## config.mk

```make
export PLATFORM = sky130hd
export DESIGN_NAME = asfr_top
export DESIGN_NICKNAME = d
export VERILOG_FILES = /design/src/asfr_top.v /design/src/asfr_buf2.v
export VERILOG_INCLUDE_DIRS = /design/src
export SDC_FILE = /design/constraint.sdc
export NUM_CORES = 1
export LEC_CHECK = 0
export ABC_AREA = 0
export BUFFER_PORTS_ARGS = -buffer_cell sky130_fd_sc_hd__buf_4
export CAP_MARGIN = 20
export CORE_MARGIN = 4
export CORE_UTILIZATION = 44
export DETAILED_ROUTE_END_ITERATION = 10
export PLACE_DENSITY = 0.67
export RECOVER_POWER = 25
export SKIP_CTS_REPAIR_TIMING = 1
export SYNTH_ARGS = -nofsm -noshare
export SYNTH_HDL_FRONTEND = slang
export SYNTH_SLANG_ARGS = --single-unit
```

## constraint.sdc

```tcl
create_clock -name core_clk -period 7 [get_ports core_clk]
set_clock_uncertainty 0.05 [all_clocks]
set_input_delay 1.4 -clock core_clk [delete_from_list [all_inputs] [get_ports core_clk]]
set_output_delay 1.4 -clock core_clk [all_outputs]
set_load 0.05 [all_outputs]
```

## src/asfr_consts.vh

```
// Constants for the serial frame readout block
`ifndef ASFR_CONSTS_VH
`define ASFR_CONSTS_VH

// Word geometry
`define ASFR_HOLD_W       32
`define ASFR_SAMPLE_W     24
`define ASFR_HALF_W       16
`define ASFR_WLEN24       5'h17
`define ASFR_WLEN32       5'h1f
`define ASFR_PAD8         8'h00
`define ASFR_PAD16        16'h0000

// Frame word indices
`define ASFR_WIDX_W       3
`define ASFR_WIDX_CMD     3'h0
`define ASFR_WIDX_ARG     3'h1
`define ASFR_WIDX_MAX     3'h7
`define ASFR_SHORT_LEN    3'h2

// Command word: write of the config word when top nibble matches
`define ASFR_OPC_WRITE    4'h6

// Config word fields and reset value (24 bit, no CRC, all on)
`define ASFR_CFG_WLEN32   0
`define ASFR_CFG_CRC      1
`define ASFR_CFG_CH_LO    2
`define ASFR_CFG_RESET    16'h003c

// Status word fields
`define ASFR_ST_RESYNC    15
`define ASFR_ST_OVF       14
`define ASFR_ST_WLEN      13

// Output CRC
`define ASFR_CRC_POLY     16'h1021
`define ASFR_CRC_INIT     16'hffff

// Sample period counter reset value
`define ASFR_CNT_ZERO     16'h0000

`endif

```

## src/asfr_top.v

```verilog
// Serial frame readout of a simultaneously sampling converter
//
// Function
// - Data output undriven while chip select high
// - All channels captured on one common tick
// - Word size is 24 bits after reset
// - 32-bit words sign-extend the conversion result
// - Frame is status, channel words, CRC word
// - Short command frames accepted with channels off
// - Two-deep buffer; overflow halves ready rate
// - Only a complete frame retires the data
// - Unaligned align strobe sets resync flag
`timescale 1ns/10ps
`default_nettype none
`include "asfr_consts.vh"
module asfr_top #(
    parameter NCH           = 4,
    parameter SAMPLE_PERIOD = 16'd1000
) (
    input  wire                 core_clk,
    input  wire                 srst,
    input  wire                 cs_n,
    input  wire                 sclk,
    input  wire                 din,
    output reg                  dout,
    output reg                  dout_oe,
    output reg                  conversion_ready_n,
    input  wire                 sync_reset_n,
    input  wire [NCH*24-1:0]    conv_data
);
    localparam DW = NCH * `ASFR_SAMPLE_W;

    // Pin synchronisers; stage one feeds only stage two
    reg [2:0] cs_sync_r;
    reg [2:0] sclk_sync_r;
    reg [1:0] din_sync_r;
    reg [2:0] aln_sync_r;
    always @(posedge core_clk) begin
        if (srst) begin
            // Idle levels, so no false edge follows reset
            cs_sync_r   <= 3'h7;
            sclk_sync_r <= 3'h0;
            din_sync_r  <= 2'h0;
            aln_sync_r  <= 3'h7;
        end else begin
            cs_sync_r   <= {cs_sync_r[1:0], cs_n};
            sclk_sync_r <= {sclk_sync_r[1:0], sclk};
            din_sync_r  <= {din_sync_r[0], din};
            aln_sync_r  <= {aln_sync_r[1:0], sync_reset_n};
        end
    end
    wire cs_fall   = ~cs_sync_r[1] & cs_sync_r[2];
    wire cs_rise   = cs_sync_r[1] & ~cs_sync_r[2];
    wire sel       = ~cs_sync_r[1];
    wire sclk_rise = sel & sclk_sync_r[1] & ~sclk_sync_r[2];
    wire sclk_fall = sel & ~sclk_sync_r[1] & sclk_sync_r[2];
    wire aln_fall  = ~aln_sync_r[1] & aln_sync_r[2];

    // Config and state registers
    reg [15:0]              cfg_r;
    reg [15:0]              cmd_r;
    reg [15:0]              arg_r;
    reg                     wr_pend_r;
    reg [`ASFR_WIDX_W-1:0]  widx_r;
    reg [4:0]               bidx_r;
    reg [`ASFR_HOLD_W-1:0]  rx_r;
    reg [15:0]              crc_r;
    reg [15:0]              per_r;
    reg                     resync_flag_r;
    reg                     ovf_r;
    reg                     ovf_phase_r;

    wire                    wlen32  = cfg_r[`ASFR_CFG_WLEN32];
    wire                    crc_en  = cfg_r[`ASFR_CFG_CRC];
    wire [NCH-1:0]          ch_en   = cfg_r[`ASFR_CFG_CH_LO +: NCH];
    wire [4:0]              wtop    = wlen32 ? `ASFR_WLEN32 : `ASFR_WLEN24;
    wire                    all_off = (ch_en == {NCH{1'b0}});

    // Frame length; short frames allowed only with every channel off
    wire [31:0]             full_len_w = NCH + 1 + crc_en;
    wire [`ASFR_WIDX_W-1:0] full_len   = full_len_w[`ASFR_WIDX_W-1:0];
    wire [`ASFR_WIDX_W-1:0] frm_len  =
        all_off ? `ASFR_SHORT_LEN : full_len;
    wire                    frm_done = (widx_r >= frm_len);

    // Sample tick shared by every channel
    wire tick = (per_r == SAMPLE_PERIOD - 16'd1);

    // Result buffer
    wire          buf_in_ready;
    wire          buf_out_valid;
    wire [DW-1:0] buf_out_data;
    wire          buf_full;
    wire          pop = cs_rise & frm_done & ~all_off;
    asfr_buf2 #(
        .WIDTH (DW),
        .DEPTH (2)
    ) u_buf (
        .core_clk  (core_clk),
        .srst      (srst),
        .in_valid  (tick),
        .in_ready  (buf_in_ready),
        .in_data   (conv_data),
        .out_valid (buf_out_valid),
        .out_ready (pop),
        .out_data  (buf_out_data),
        .full      (buf_full)
    );

    // Status word, upper sixteen bits meaningful
    wire [15:0] status;
    assign status = {resync_flag_r, ovf_r, wlen32, crc_en,
                     {(12-NCH){1'b0}}, ch_en & {NCH{buf_out_valid}}};

    // Word presently being sent, MSB aligned in the 32-bit holder
    reg [`ASFR_HOLD_W-1:0]   word;
    reg [`ASFR_SAMPLE_W-1:0] samp;
    always @* begin
        word = {`ASFR_HOLD_W{1'b0}};
        samp = {`ASFR_SAMPLE_W{1'b0}};
        if (widx_r == `ASFR_WIDX_CMD) begin
            word = {status, `ASFR_PAD16};
        end else if (widx_r <= NCH) begin
            // Ascending channel order, disabled channels read zero
            samp = buf_out_data[(widx_r-1)*`ASFR_SAMPLE_W +:
                                `ASFR_SAMPLE_W];
            if (!ch_en[widx_r-1]) begin
                samp = {`ASFR_SAMPLE_W{1'b0}};
            end
            if (wlen32) begin
                word = {{8{samp[`ASFR_SAMPLE_W-1]}}, samp};
            end else begin
                word = {samp, `ASFR_PAD8};
            end
        end else if (widx_r == NCH + 1 && crc_en) begin
            word = {crc_r, `ASFR_PAD16};
        end
    end
    wire out_bit = word[`ASFR_HOLD_W - 1 - (wtop - bidx_r)];

    // Serial engine: drive on rising, sample on falling
    always @(posedge core_clk) begin
        if (srst) begin
            widx_r    <= `ASFR_WIDX_CMD;
            bidx_r    <= `ASFR_WLEN24;
            rx_r      <= {`ASFR_HOLD_W{1'b0}};
            cmd_r     <= `ASFR_PAD16;
            arg_r     <= `ASFR_PAD16;
            wr_pend_r <= 1'b0;
            crc_r     <= `ASFR_CRC_INIT;
            dout      <= 1'b0;
            dout_oe   <= 1'b0;
            cfg_r     <= `ASFR_CFG_RESET;
        end else begin
            // Lags the pin by the sync depth; a limit of sampling
            dout_oe <= sel;
            if (cs_fall) begin
                widx_r    <= `ASFR_WIDX_CMD;
                bidx_r    <= wtop;
                crc_r     <= `ASFR_CRC_INIT;
                wr_pend_r <= 1'b0;
            end
            if (sclk_rise) begin
                dout <= out_bit;
                if (widx_r <= NCH) begin
                    crc_r <= {crc_r[14:0], 1'b0} ^
                        ({16{crc_r[15] ^ out_bit}} & `ASFR_CRC_POLY);
                end
            end
            if (sclk_fall) begin
                rx_r <= {rx_r[`ASFR_HOLD_W-2:0], din_sync_r[1]};
                if (bidx_r == 5'h00) begin
                    bidx_r <= wtop;
                    if (widx_r != `ASFR_WIDX_MAX) begin
                        widx_r <= widx_r + 3'h1;
                    end
                    // Top sixteen bits were the first ones shifted in
                    if (widx_r == `ASFR_WIDX_CMD) begin
                        cmd_r <= rx_r[wtop-1 -: `ASFR_HALF_W];
                    end
                    if (widx_r == `ASFR_WIDX_ARG) begin
                        arg_r     <= rx_r[wtop-1 -: `ASFR_HALF_W];
                        wr_pend_r <= (cmd_r[15:12] == `ASFR_OPC_WRITE);
                    end
                end else begin
                    bidx_r <= bidx_r - 5'h01;
                end
            end
            // A write takes effect only at the end of a whole frame
            if (cs_rise) begin
                dout <= 1'b0;
                if (wr_pend_r & frm_done) begin
                    cfg_r <= arg_r;
                end
            end
        end
    end

    // Sample period, alignment strobe and resync flag
    always @(posedge core_clk) begin
        if (srst) begin
            per_r         <= `ASFR_CNT_ZERO;
            resync_flag_r <= 1'b0;
        end else begin
            if (aln_fall) begin
                per_r <= `ASFR_CNT_ZERO;
            end else if (tick) begin
                per_r <= `ASFR_CNT_ZERO;
            end else begin
                per_r <= per_r + 16'd1;
            end
            // Set wins over the clear by a completed read
            if (aln_fall && per_r != `ASFR_CNT_ZERO) begin
                resync_flag_r <= 1'b1;
            end else if (cs_rise & frm_done) begin
                resync_flag_r <= 1'b0;
            end
        end
    end

    // Ready output; overflow lets it fall only every second tick
    always @(posedge core_clk) begin
        if (srst) begin
            conversion_ready_n <= 1'b1;
            ovf_r              <= 1'b0;
            ovf_phase_r        <= 1'b0;
        end else begin
            // Set wins over a read's clear; a lone read still clears
            if (tick & buf_full) begin
                ovf_r <= 1'b1;
            end else if (pop) begin
                ovf_r <= 1'b0;
            end
            if (tick) begin
                ovf_phase_r <= buf_full & ~ovf_phase_r;
            end
            if (tick & ~all_off & (buf_in_ready | ovf_phase_r)) begin
                conversion_ready_n <= 1'b0;
            end else if (cs_fall) begin
                conversion_ready_n <= 1'b1;
            end
        end
    end
endmodule
`default_nettype wire

```

## src/asfr_buf2.v

```verilog
// Two-entry valid/ready buffer holding whole conversion results
`timescale 1ns/10ps
`default_nettype none
module asfr_buf2 #(
    parameter WIDTH = 96,
    parameter DEPTH = 2
) (
    input  wire             core_clk,
    input  wire             srst,
    input  wire             in_valid,
    output wire             in_ready,
    input  wire [WIDTH-1:0] in_data,
    output wire             out_valid,
    input  wire             out_ready,
    output wire [WIDTH-1:0] out_data,
    output wire             full
);
    reg [WIDTH-1:0] mem [0:DEPTH-1];
    reg [1:0]       cnt_r;
    reg [0:0]       rd_r;
    reg [0:0]       wr_r;
    wire            push;
    wire            pop;
    integer         i;

    // Honest flags straight from the fill count
    assign full      = (cnt_r == DEPTH);
    assign in_ready  = ~full;
    assign out_valid = (cnt_r != 2'h0);
    assign out_data  = mem[rd_r];
    assign push      = in_valid & in_ready;
    assign pop       = out_valid & out_ready;

    // Storage and pointers
    always @(posedge core_clk) begin
        if (srst) begin
            cnt_r <= 2'h0;
            rd_r  <= 1'b0;
            wr_r  <= 1'b0;
            for (i = 0; i < DEPTH; i = i + 1) begin
                mem[i] <= {WIDTH{1'b0}};
            end
        end else begin
            if (push) begin
                mem[wr_r] <= in_data;
                wr_r      <= ~wr_r;
            end
            if (pop) begin
                rd_r <= ~rd_r;
            end
            if (push & ~pop) begin
                cnt_r <= cnt_r + 2'h1;
            end else if (pop & ~push) begin
                cnt_r <= cnt_r - 2'h1;
            end
        end
    end
endmodule
`default_nettype wire

```

# Word level (Yosys, flattened, before mapping)
# Memory sizes are Yosys's and may differ from the RTL's. A register that Yosys moved wholly into a read port is not among the register bits.
# Cells that the tools add are included.
totals:
  regBits: 122
  mem_bits_rw: 192
  output_inout_bits: 3
  wordCells: 141
  memories: 1
mem_list:
  columns: ["name", "depth", "width", "rd", "rd_clocked_by_memory_dff", "wr", "line", "rtl"]
  rows:
  - ["u_buf.mem", 2, 96, 1, 1, 2, "asfr_buf2.v:18", "reg [WIDTH-1:0] mem [0:DEPTH-1];"]
op_classes:
  add_sub_neg: 10
  multipliers: 1
  magnitude_cmp: 4
  eq_ne: 6
  n_shift: 2
  muxes: 43
  bitwise: 34
  reduce_logical: 18
ops:
  columns: ["operator", "n"]
  rows:
  - ["$mux W32", 3]
  - ["$mux W96", 1]
  - ["$reduce_or A96 Y1", 1]
  - ["$shiftx A96 B33 Y24", 1]
  - ["$mux W16", 3]
  - ["$shiftx A47 B33 Y16", 1]
  - ["$lt A32 B3 Y1 const B", 1]
  - ["$lt A32 B6 Y1 const B", 1]
  - ["$mul A32 B2 Y29 const B", 1]
  - ["$mux W31", 1]
  - ["$mux W24", 1]
  - ["$mux W1", 21]
  - ["$and A1 B1 Y1", 18]
  - ["$add A16 B1 Y16 const B", 1]
  - ["$eq A16 B10 Y1 const B", 1]
  - ["$reduce_bool A16 Y1", 1]
  - ["$xor A16 B13 Y16", 1]
  - ["$mux W3", 5]
  - ["$mux W5", 3]
  - ["$not A1 Y1", 12]
  - ["$reduce_bool A2 Y1", 6]
  - ["$sub A6 B6 Y7 const A", 1]
  - ["$reduce_and A3 Y1", 2]
  - ["$sub A5 B1 Y6 const B", 1]
  - ["28 further kinds", 30]

# Longest topological paths before layout
# Gate-level depths: netlist (run 1).
logic_depth:
  depth_word: 13
  mapped_depth: 22
  ltp_nobuf: 16

# Cells and area by module
# Synthesis (run 1) repeated with hierarchy kept, for this count alone.
unflattened:
  hier_cells: 1708
  hier_area_um2: 16673.5
modules_own_cells:
  columns: ["module", "instances", "cells_per_inst", "area_each_um2", "seq_area_each_um2"]
  rows:
  - ["asfr_buf2", 1, 646, 8590.7, 5865.6]
  - ["asfr_top", 1, 1062, 8082.8, 2102.0]

# Worst setup path before layout (run 1)
# Ideal clock, no wire load.
synth_path:
  path_kind: "flip-flop to flip-flop"
  from: "register per_r[0]"
  to: "memory u_buf.mem[0][0], enable pin"
  setup_time_ns: 0.571
  arrival_time_ns: 5.760
  required_time_ns: 6.379
  slack_ns: 0.619
  path_stages_with_launch: 6
  n_path_buf: 0
  cell_sequence: "dfxtp_1 ha_1 nand4_1 nor3_1 nand2_1 o21bai_1"
synth_rtl:
  columns: ["item", "line", "rtl"]
  rows:
  - ["from (decl)", "asfr_top.v:68", "reg [15:0] per_r;"]
  - ["from (signal assigned)", "asfr_top.v:202", "per_r <= `ASFR_CNT_ZERO;"]
  - ["from (signal assigned)", "asfr_top.v:206", "per_r <= `ASFR_CNT_ZERO;"]
  - ["from (signal assigned)", "asfr_top.v:208", "per_r <= `ASFR_CNT_ZERO;"]
  - ["to (decl)", "asfr_buf2.v:18", null]

# Worst setup path after layout (run 1)
layout_path:
  from: "register widx_r[1]"
  to: "register crc_r[12]"
layout_via:
  elab_chain_cells: 13
  elab_cells_between_ends: 20
layout_lines:
  columns: ["item", "line", "rtl"]
  rows:
  - ["from (decl)", "asfr_top.v:64", "reg [`ASFR_WIDX_W-1:0] widx_r;"]
  - ["from (signal assigned)", "asfr_top.v:144", "widx_r <= `ASFR_WIDX_CMD;"]
  - ["from (signal assigned)", "asfr_top.v:158", "widx_r <= `ASFR_WIDX_CMD;"]
  - ["from (signal assigned)", "asfr_top.v:175", "widx_r <= widx_r + 3'h1;"]
  - ["$sub A3 B1 Y4", "asfr_top.v:125, asfr_top.v:127", null]
  - ["$mul A32 B2 Y29 (no line) / $bmux W1 S2 (equally long branches)", null, null]
  - ["$shiftx A96 B33 Y24 / $mux W1 (equally long branches)", "asfr_top.v:125, asfr_top.v:127", null]
  - ["$mux W24", "asfr_top.v:127", "if (!ch_en[widx_r-1]) begin"]
  - ["$mux W31", "asfr_top.v:130", "if (wlen32) begin"]
  - ["$mux W32", "asfr_top.v:123", "end else if (widx_r <= NCH) begin"]
  - ["$mux W32", "asfr_top.v:121", "if (widx_r == `ASFR_WIDX_CMD) begin"]
  - ["$bmux W1 S5", "asfr_top.v:139", "wire out_bit = word[`ASFR_HOLD_W - 1 - (wtop - bidx_r)];"]
  - ["$mux W1", "asfr_top.v:139", null]
  - ["$xor A1 B1 Y1", "asfr_top.v:167", "({16{crc_r[15] ^ out_bit}} & `ASFR_CRC_POLY);"]
  - ["$xor A16 B13 Y16", "asfr_top.v:166", "crc_r <= {crc_r[14:0], 1'b0} ^"]
  - ["$mux W16 *", "asfr_top.v:165", "if (widx_r <= NCH) begin"]
  - ["$mux W16 *", "asfr_top.v:163", "if (sclk_rise) begin"]
  - ["to (signal assigned)", "asfr_top.v:150", "crc_r <= `ASFR_CRC_INIT;"]
  - ["to (signal assigned)", "asfr_top.v:160", "crc_r <= `ASFR_CRC_INIT;"]
  - ["to (signal assigned)", "asfr_top.v:166", null]
  - ["to (decl)", "asfr_top.v:67", "reg [15:0] crc_r;"]
# Mark *: on every way between the ends. The rest lies on a longest branch, timed or not. The select of a mux whose other input is x is not followed.
# A chain may end at the register's enable or synchronous reset.

==> summary.txt, run 1 <==
Route
  – First-pass detailed-route iteration total: 5
  – Detailed Route Iter0 Violations: 1,221
  – Via density: 5.90
  – Drt drc: 0
  – Count of antenna-violating nets left after detailed routing: 0
  – Via total after detailed routing: 12.9k
  – Wirelength, routed: 51,200 µm
  – Routed length per placed instance: 23.4 µm

Logic synthesis
  – Per-instance average area after synthesis: 10.4 µm²
  – #FFs+latches synth: 302
  – Cells after Synth: 1,610
  – Cell variety after synth: 90
  – Most used flip-flop cell after synthesis: sky130_fd_sc_hd__edfxtp_1
  – Area of the mapped netlist: 16,800 µm²
  – Number of enable flip-flop cells after synthesis: 192
  – Synthesized Nets: 1,730
  – Synth Warn #: 0
  – FFs w/ async S/R, synth: 0%
  – Portion of the post-synthesis area used by sequential elements: 47.5%

Global routing
  – Overall overflow remaining after global route: 0
  – Maximum number of pins on one net before global-route repair: 97
  – First-pass GRT wire length: 77,400 µm
  – Number of antenna violations at the first check in global routing: 0
  – Via count of the first global-routing pass: 12.6k
  – GR Util All Layers: 24.3%

Place
  – Placed Cells: 2,125
  – PortBufs: 104
  – Global placer's final weighted congestion: 1.02
  – Half-perimeter wire length after detailed placement: 36,200 µm

Power
  – Total power per unit cell area: 207 nW/µm²
  – Int Power: 3.07 mW
  – Sequential cell fraction of total power: 50.2%
  – Max rail drop VDD: 0.000174 V
  – Leakage power summed over all cells: 6.51 nW
  – Proportion of power drawn by combinational gates: 4.0%
  – Switching power share of the total: 21.3%
  – Clk network pwr share: 45.8%
  – NetSw: 0.831 mW

Timing
  – Setup tns final: 0 ps
  – Hold violation total from the final report: 0
  – Final hold slack: 371 ps
  – Final Critical Period: 5820 ps
  – Number of failing setup endpoints in the final timing report: 0
  – Final Slew Violations: 194
  – Tightest slew margin relative to the limit: -162%
  – Ratio of final minimum period to clock period: 83.1%
  – Achievable frequency: 172 MHz
  – Slew of the pin with the lowest slew margin: 3930 ps
  – Unrepaired setup endpoints after global routing: no

Worst setup path
  – CP startpoint kind: flip-flop
  – Req. time, crit path: 7370 ps
  – Reg-to-reg endpoint: crc_r[12]
  – Depth of the most critical reg-to-reg path: 15
  – Combined buffer and inverter count along the critical path: 3
  – Cell class contributing the biggest share of worst-path delay: adder cells
  – Highest net fanout along the worst path: 24
  – Largest stage delay, worst path: 1250 ps
  – Setup slack of the most critical reg-to-reg path: 1180 ps
  – Capturing element type of the critical path: flip-flop
  – Launch instance of the worst register-to-register path: widx_r[1]
  – Standard cell with the maximum stage delay on the critical path: sky130_fd_sc_hd__fa_1
  – Cells along the critical path: inv_1 > ha_4 > inv_1 > fa_1 > clkinv_1 > nor2_1 > o211ai_1 > a31oi_1 > o21ai_0 > nand2_1 > a31oi_1 > nor3_1 > o21ai_4 > xnor2_1 > o32a_1
  – Arrival time of the worst setup path: 6180 ps
  – Type of the setup path with the least slack: flip-flop to flip-flop

Floorplanning
  – Initial core utilization: 44.5%
  – Top-level port count: 105
  – Die X-Extent: 203 µm
  – Vert. Die Dim: 203 µm
  – Std-Cell Core Area: 37,700 µm²
  – Area of the die: 41,300 µm²
  – Standard-cell row count: 71

Hold path
  – Hold worst-path end: aln_sync_r[1]
  – Worst Hold Class: flip-flop to flip-flop
  – Worst Min Path Start: aln_sync_r[0]
  – WHS Path Cells: 1

Clock network
  – Deepest clock path buffer count: 3
  – CTS H-tree depth: 2
  – TritonCTS clock tree: yes
  – Clk Latency, worst-skew pair: 550 ps
  – Num Clock Sinks: 302
  – Root Buffer Master: sky130_fd_sc_hd__clkbuf_16
  – Worst-path clk slew: 60 ps
  – Number of buffers created by CTS: 35

Job
  – Max-cap viol count: 2

Final layout
  – Proportion of layout cells with a drive suffix above 1: 16.9%
  – Net count of the finished layout: 1,771
  – Final standard cell count with taps included and fillers excluded: 2,188
  – Syn-to-layout area delta: 12.4%
  – Number of inserted filler cells in the final layout: 3,478

Status
  – Outcome: complete, but fails checks
  – Violations in the final reports: max-capacitance violations, max-slew violations
==> power by group through the flow <==
| stage | Sequential (mW) | Clock (mW) | Combinational, mW |
|---|---|---|---|
| 3_5_place_dp | 1.99 | 0 | 0.157 |
| 4_1_cts | 1.95 | 1.83 | 0.158 |
| 2_1_floorplan | 1.99 | 0 | 0.0699 |
| 3_3_place_gp | 1.99 | 0 | 0.156 |
| 6_report | 1.96 | 1.79 | 0.156 |
| 5_1_grt | 1.96 | 1.90 | 0.169 |
==> worst reg2reg max path: cells and delay by family (launching register included) <==
kind,cells,cell delay (ps)
adder cells (fa/ha/maj),2,1790
AO/OA/AOI/OAI,6,1150
buffers and inverters,3,1030
AND/OR/NAND/NOR,3,950
flip-flops,1,560
XOR/XNOR,1,150
==> logic make-up after synthesis <==
group	synth area share (%)
and+or+nand+nor	18.8
AOI/OAI and AO/OA	13.9
DFF	47.5
muxes	12.7
buffers and inverters	4.40
xor gates and xnor gates	1.34
adders and majority gates	1.43
==> layout make-up <==
type	count	area, µm²	area share, %
Antenna cell	1	2.50	0.0133
Clock buffer	49	990	5.25
Clock inverter	13	130	0.690
Inverter	23	86.3	0.458
Multi-Input combinational cell	1163	8100	43.0
Sequential cell	302	7970	42.3
Tap cell	511	639	3.39
Timing Repair Buffer	126	925	4.91
==> worst max-delay path by stage <==
stage,cells past startpoint,endpoint,startpoint
5_1_grt,15,crc_r[5],widx_r[1]
2_1_floorplan,5,u_buf.mem[0][0],per_r[0]
4_1_cts,15,crc_r[12],widx_r[1]
6_report,15,crc_r[12],widx_r[1]
3_5_place_dp,15,crc_r[12],widx_r[1]
3_3_place_gp,15,crc_r[0],widx_r[1]
==> routing by layer <==
layer / global-route usage [%] / part of all wire, %
met1: 35.5 / 46
met2: 37.7 / 46
met3: 3.90 / 6.3
met4: 6.72 / 2.2
met5: 0 / 0
==> state kept, by name, summed over array words and instances (netlist names), 3 cells and up, named ones only <==
| signal | count |
|---|---|
| arg_r | 6 |
| sclk_sync_r | 3 |
| cmd_r | 4 |
| bidx_r | 5 |
| crc_r | 16 |
| cfg_r | 6 |
| rx_r | 31 |
| cs_sync_r | 3 |
| u_buf.mem | 192 |
| aln_sync_r | 3 |
| widx_r | 3 |
| per_r | 16 |
==> placed cells by master, fill, tap and decap left out, types with 11 or more instances in the layout <==
| master | count |
|---|---|
| sky130_fd_sc_hd__and2_1 | 197 |
| sky130_fd_sc_hd__edfxtp_1 | 192 |
| sky130_fd_sc_hd__nand2_1 | 145 |
| sky130_fd_sc_hd__buf_4 | 120 |
| sky130_fd_sc_hd__dfxtp_1 | 108 |
| sky130_fd_sc_hd__nor2_1 | 99 |
| sky130_fd_sc_hd__a21oi_1 | 95 |
| sky130_fd_sc_hd__mux2i_1 | 86 |
| sky130_fd_sc_hd__nand3_1 | 48 |
| sky130_fd_sc_hd__mux2_2 | 48 |
| sky130_fd_sc_hd__o21ai_0 | 47 |
| sky130_fd_sc_hd__clkbuf_16 | 36 |
| sky130_fd_sc_hd__nor3_1 | 35 |
| sky130_fd_sc_hd__mux4_2 | 27 |
| sky130_fd_sc_hd__inv_1 | 19 |
| sky130_fd_sc_hd__a22oi_1 | 18 |
| sky130_fd_sc_hd__a211oi_1 | 18 |
| sky130_fd_sc_hd__o22ai_1 | 18 |
| sky130_fd_sc_hd__nor2b_1 | 16 |
| sky130_fd_sc_hd__o21bai_1 | 16 |
| sky130_fd_sc_hd__ha_1 | 15 |
| sky130_fd_sc_hd__a221oi_1 | 14 |
| sky130_fd_sc_hd__clkbuf_1 | 14 |
| sky130_fd_sc_hd__xor2_1 | 13 |
| sky130_fd_sc_hd__or2_2 | 12 |
| sky130_fd_sc_hd__o211ai_1 | 12 |
| sky130_fd_sc_hd__nand2b_1 | 11 |
| sky130_fd_sc_hd__and3_1 | 11 |
==> metrics by stage <==
stage | cell area [µm²] | util, % | setup WS, ps | power, mW
after floorplan | 16800 | - | 619 | 2.06
after global placement | 17800 | 47.1 | 1310 | 2.14
after detailed placement | 17800 | 47.1 | 1290 | 2.15
after CTS | 18900 | 50.1 | 1260 | 3.94
after global routing | 18800 | 50.0 | 876 | 4.03
final | 18800 | 50.0 | 1180 | 3.90
==> cells in the mapped netlist, types with 19 or more instances <==
master	count	share of area, %
sky130_fd_sc_hd__dfxtp_1	110	13
sky130_fd_sc_hd__o21ai_0	47	1.4
sky130_fd_sc_hd__mux2i_1	86	5.1
sky130_fd_sc_hd__nand3_1	48	1.4
sky130_fd_sc_hd__nor3_1	36	1.1
sky130_fd_sc_hd__a21oi_1	95	2.8
sky130_fd_sc_hd__and2_1	197	7.4
sky130_fd_sc_hd__mux2_2	48	3.2
sky130_fd_sc_hd__mux4_2	27	3.6
sky130_fd_sc_hd__inv_1	19	0.43
sky130_fd_sc_hd__nand2_1	145	3.2
sky130_fd_sc_hd__clkbuf_1	68	1.5
sky130_fd_sc_hd__edfxtp_1	192	34
sky130_fd_sc_hd__buf_2	25	0.75
sky130_fd_sc_hd__nor2_1	99	2.2
Note: power is estimated with default switching activity, not from simulation.
==> inputs of run 2 (changes only) <==
PLACE_DENSITY = 0.69   (was 0.67)
clock period = 5.2 ns   (was 7 ns; I/O delays follow)
==> summary.txt, run 2 (synthesis gave the netlist of run 1 again) <==
Place
  – Half-perimeter wire length after detailed placement: 36,500 µm (+0.79%)
  – Global placer's final weighted congestion: 1.04 (+2.5%)
  – Placed Cells: 2,142 (+0.80%)
  – PortBufs: 104 (unchanged)
  – Area after DPL: 17,900 µm² (+0.86%)

Route
  – Routed length per placed instance: 23.0 µm (-1.8%)
  – Count of antenna-violating nets left after detailed routing: 0 (unchanged)
  – Wirelength, routed: 50,600 µm (-1.1%)
  – Uppermost layer routed: met4
  – Detailed Route Iter0 Violations: 1,151 (-5.7%)
  – Length of routed met3 wiring: 3560 µm (+9.5%)
  – Drt drc: 0 (unchanged)
  – First-pass detailed-route iteration total: 7 (+2)
  – Met2 wire length: 23,400 µm (about the same)
  – Via total after detailed routing: 13.0k (+0.72%)
  – M1 WL: 21,900 µm (-6.3%)
  – Via density: 5.90 (about the same)

Timing
  – Final Critical Period: 4940 ps (-878 ps)
  – Ratio of final minimum period to clock period: 95.0% (+12 points)
  – Final Slew Violations: 172 (-11%)
  – Achievable frequency: 202 MHz (+18%)
  – Tightest slew margin relative to the limit: -97.3% (+65 points)
  – Final hold slack: 366 ps (-4.69 ps)
  – Setup tns final: 0 ps (unchanged)
  – Number of failing setup endpoints in the final timing report: 0 (unchanged)
  – Unrepaired setup endpoints after global routing: no
  – Slew of the pin with the lowest slew margin: 2960 ps (-974 ps)
  – Hold violation total from the final report: 0 (unchanged)

Floorplanning
  – Die X-Extent: 203 µm (unchanged)
  – Std-Cell Core Area: 37,700 µm² (unchanged)
  – Initial core utilization: 44.5% (unchanged)
  – Vert. Die Dim: 203 µm (unchanged)
  – Standard-cell row count: 71 (unchanged)
  – Top-level port count: 105 (unchanged)
  – Area of the die: 41,300 µm² (unchanged)

Worst setup path
  – Depth of the most critical reg-to-reg path: 16 (+1)
  – Capturing element type of the critical path: flip-flop
  – Arrival time of the worst setup path: 5300 ps (-880 ps)
  – CP startpoint kind: flip-flop
  – Req. time, crit path: 5560 ps (-1810 ps)
  – Highest net fanout along the worst path: 10 (-58%)
  – Type of the setup path with the least slack: flip-flop to flip-flop

Global routing
  – Number of antenna violations at the first check in global routing: 0 (unchanged)
  – Maximum number of pins on one net before global-route repair: 97 (unchanged)
  – Via count of the first global-routing pass: 12.9k (+2.3%)
  – GR Util All Layers: 24.2% (-0.12 points)
  – Overall overflow remaining after global route: 0 (unchanged)
  – First-pass GRT wire length: 77,500 µm (+0.18%)

Clock network
  – Root Buffer Master: sky130_fd_sc_hd__clkbuf_16
  – Num Clock Sinks: 302 (unchanged)
  – Worst-path clk slew: 60 ps (about the same)
  – TritonCTS clock tree: yes
  – Deepest clock path buffer count: 3 (unchanged)
  – Clk Latency, worst-skew pair: 530 ps (-20 ps)
  – CTS H-tree depth: 2 (unchanged)
  – Number of buffers created by CTS: 35 (unchanged)

Final layout
  – Most flop-heavy register: u_buf.mem
  – Flip-flop count of the largest register after layout: 192 (unchanged)
  – Syn-to-layout area delta: 13.8%
  – Final standard cell count with taps included and fillers excluded: 2,203 (+0.69%)
  – Proportion of layout cells with a drive suffix above 1: 17.9% (+0.96 points)
  – Net count of the finished layout: 1,788 (+0.96%)
  – Most common cell after layout, fill and taps aside: sky130_fd_sc_hd__and2_1
  – Antenna Diode Count: 0 (-1)
  – Highest-count cells in the layout ignoring fill and taps: 197 x sky130_fd_sc_hd__and2_1, 192 x sky130_fd_sc_hd__edfxtp_1, 145 x sky130_fd_sc_hd__nand2_1
  – Largest regs: u_buf.mem x192, rx_r x31
  – Post-Layout Inst Area: 19,100 µm² (+1.2%)

Hold path
  – WHS Path Cells: 1 (unchanged)
  – Worst Hold Class: flip-flop to flip-flop

Power
  – Max rail drop VDD: 0.000273 V (+57%)
  – Leakage power summed over all cells: 6.65 nW (+2.2%)
  – Total power per unit cell area: 283 nW/µm² (+37%)
  – Total power consumption of the routed design: 5.39 mW (+38%)

Job
  – Max-cap viol count: 2 (unchanged)

Status
  – Violations in the final reports: max-capacitance violations, max-slew violations
  – Outcome: complete, but fails checks
run 2: cell count changes in the layout (fill, tap and decap cells not counted), moves of 2 or more:
cell                        previous run  this run
sky130_fd_sc_hd__buf_12                0         2
sky130_fd_sc_hd__buf_4               120       134
sky130_fd_sc_hd__bufinv_16             2         4
sky130_fd_sc_hd__clkbuf_16            36        39
sky130_fd_sc_hd__clkinv_1              8         4
sky130_fd_sc_hd__clkinv_2              2         5
run 2: metrics by stage:
stage	setup WS, ps	utilization (%)
5_1_grt	11.6	50.7
4_1_cts	183	50.7
3_3_place_gp	255	47.5
6_report	261	50.7
2_1_floorplan	273	-
3_5_place_dp	219	47.5
run 2: area by class of cell:
cell class | count | area, µm²
Fill cell | 3434 | 18600
Multi-Input combinational cell | 1163 | 8100
Sequential cell | 302 | 7970
Timing Repair Buffer | 143 | 1070
Clock buffer | 50 | 1050
Tap cell | 511 | 639
Clock inverter | 11 | 158
Inverter | 23 | 86.3
run 2: report_power, final:
part | internal (mW) | leakage, nW | switching, mW
Sequential | 2.60 | 2.87 | 0.0294
Combinational | 0.0926 | 3.19 | 0.115
Clock | 1.60 | 0.594 | 0.953
run 2: worst paths after layout:
kind / startpoint / to / slack (ps)
setup reg to reg: widx_r[1] / crc_r[12] / 260
hold / removal: cs_sync_r[0] / cs_sync_r[1] / 370
hold reg to reg: cs_sync_r[0] / cs_sync_r[1] / 370
setup / recovery: widx_r[1] / crc_r[12] / 260
run 2: routing by layer:
layer  vias to the layer above  global-route usage, %
met5                         -                      0
met4                         0                   7.81
met3                       100                   4.21
met2                       484                   38.0
met1                      6397                   34.2
li1                       6014                      -
run 2: worst max-delay path, stage by stage, from the launching register on:
cell	delay, ps
sky130_fd_sc_hd__dfxtp_1	590
sky130_fd_sc_hd__inv_1	200
sky130_fd_sc_hd__ha_4	330
sky130_fd_sc_hd__inv_1	70
sky130_fd_sc_hd__buf_4	190
sky130_fd_sc_hd__ha_1	300
sky130_fd_sc_hd__a21oi_1	340
sky130_fd_sc_hd__o2111ai_1	340
sky130_fd_sc_hd__a2111oi_1	780
sky130_fd_sc_hd__a2111oi_0	170
sky130_fd_sc_hd__o2bb2ai_1	200
sky130_fd_sc_hd__a2111oi_1	400
sky130_fd_sc_hd__o21bai_1	140
sky130_fd_sc_hd__o311a_1	190
sky130_fd_sc_hd__o21ai_4	120
sky130_fd_sc_hd__xnor2_1	100
sky130_fd_sc_hd__o32a_1	290
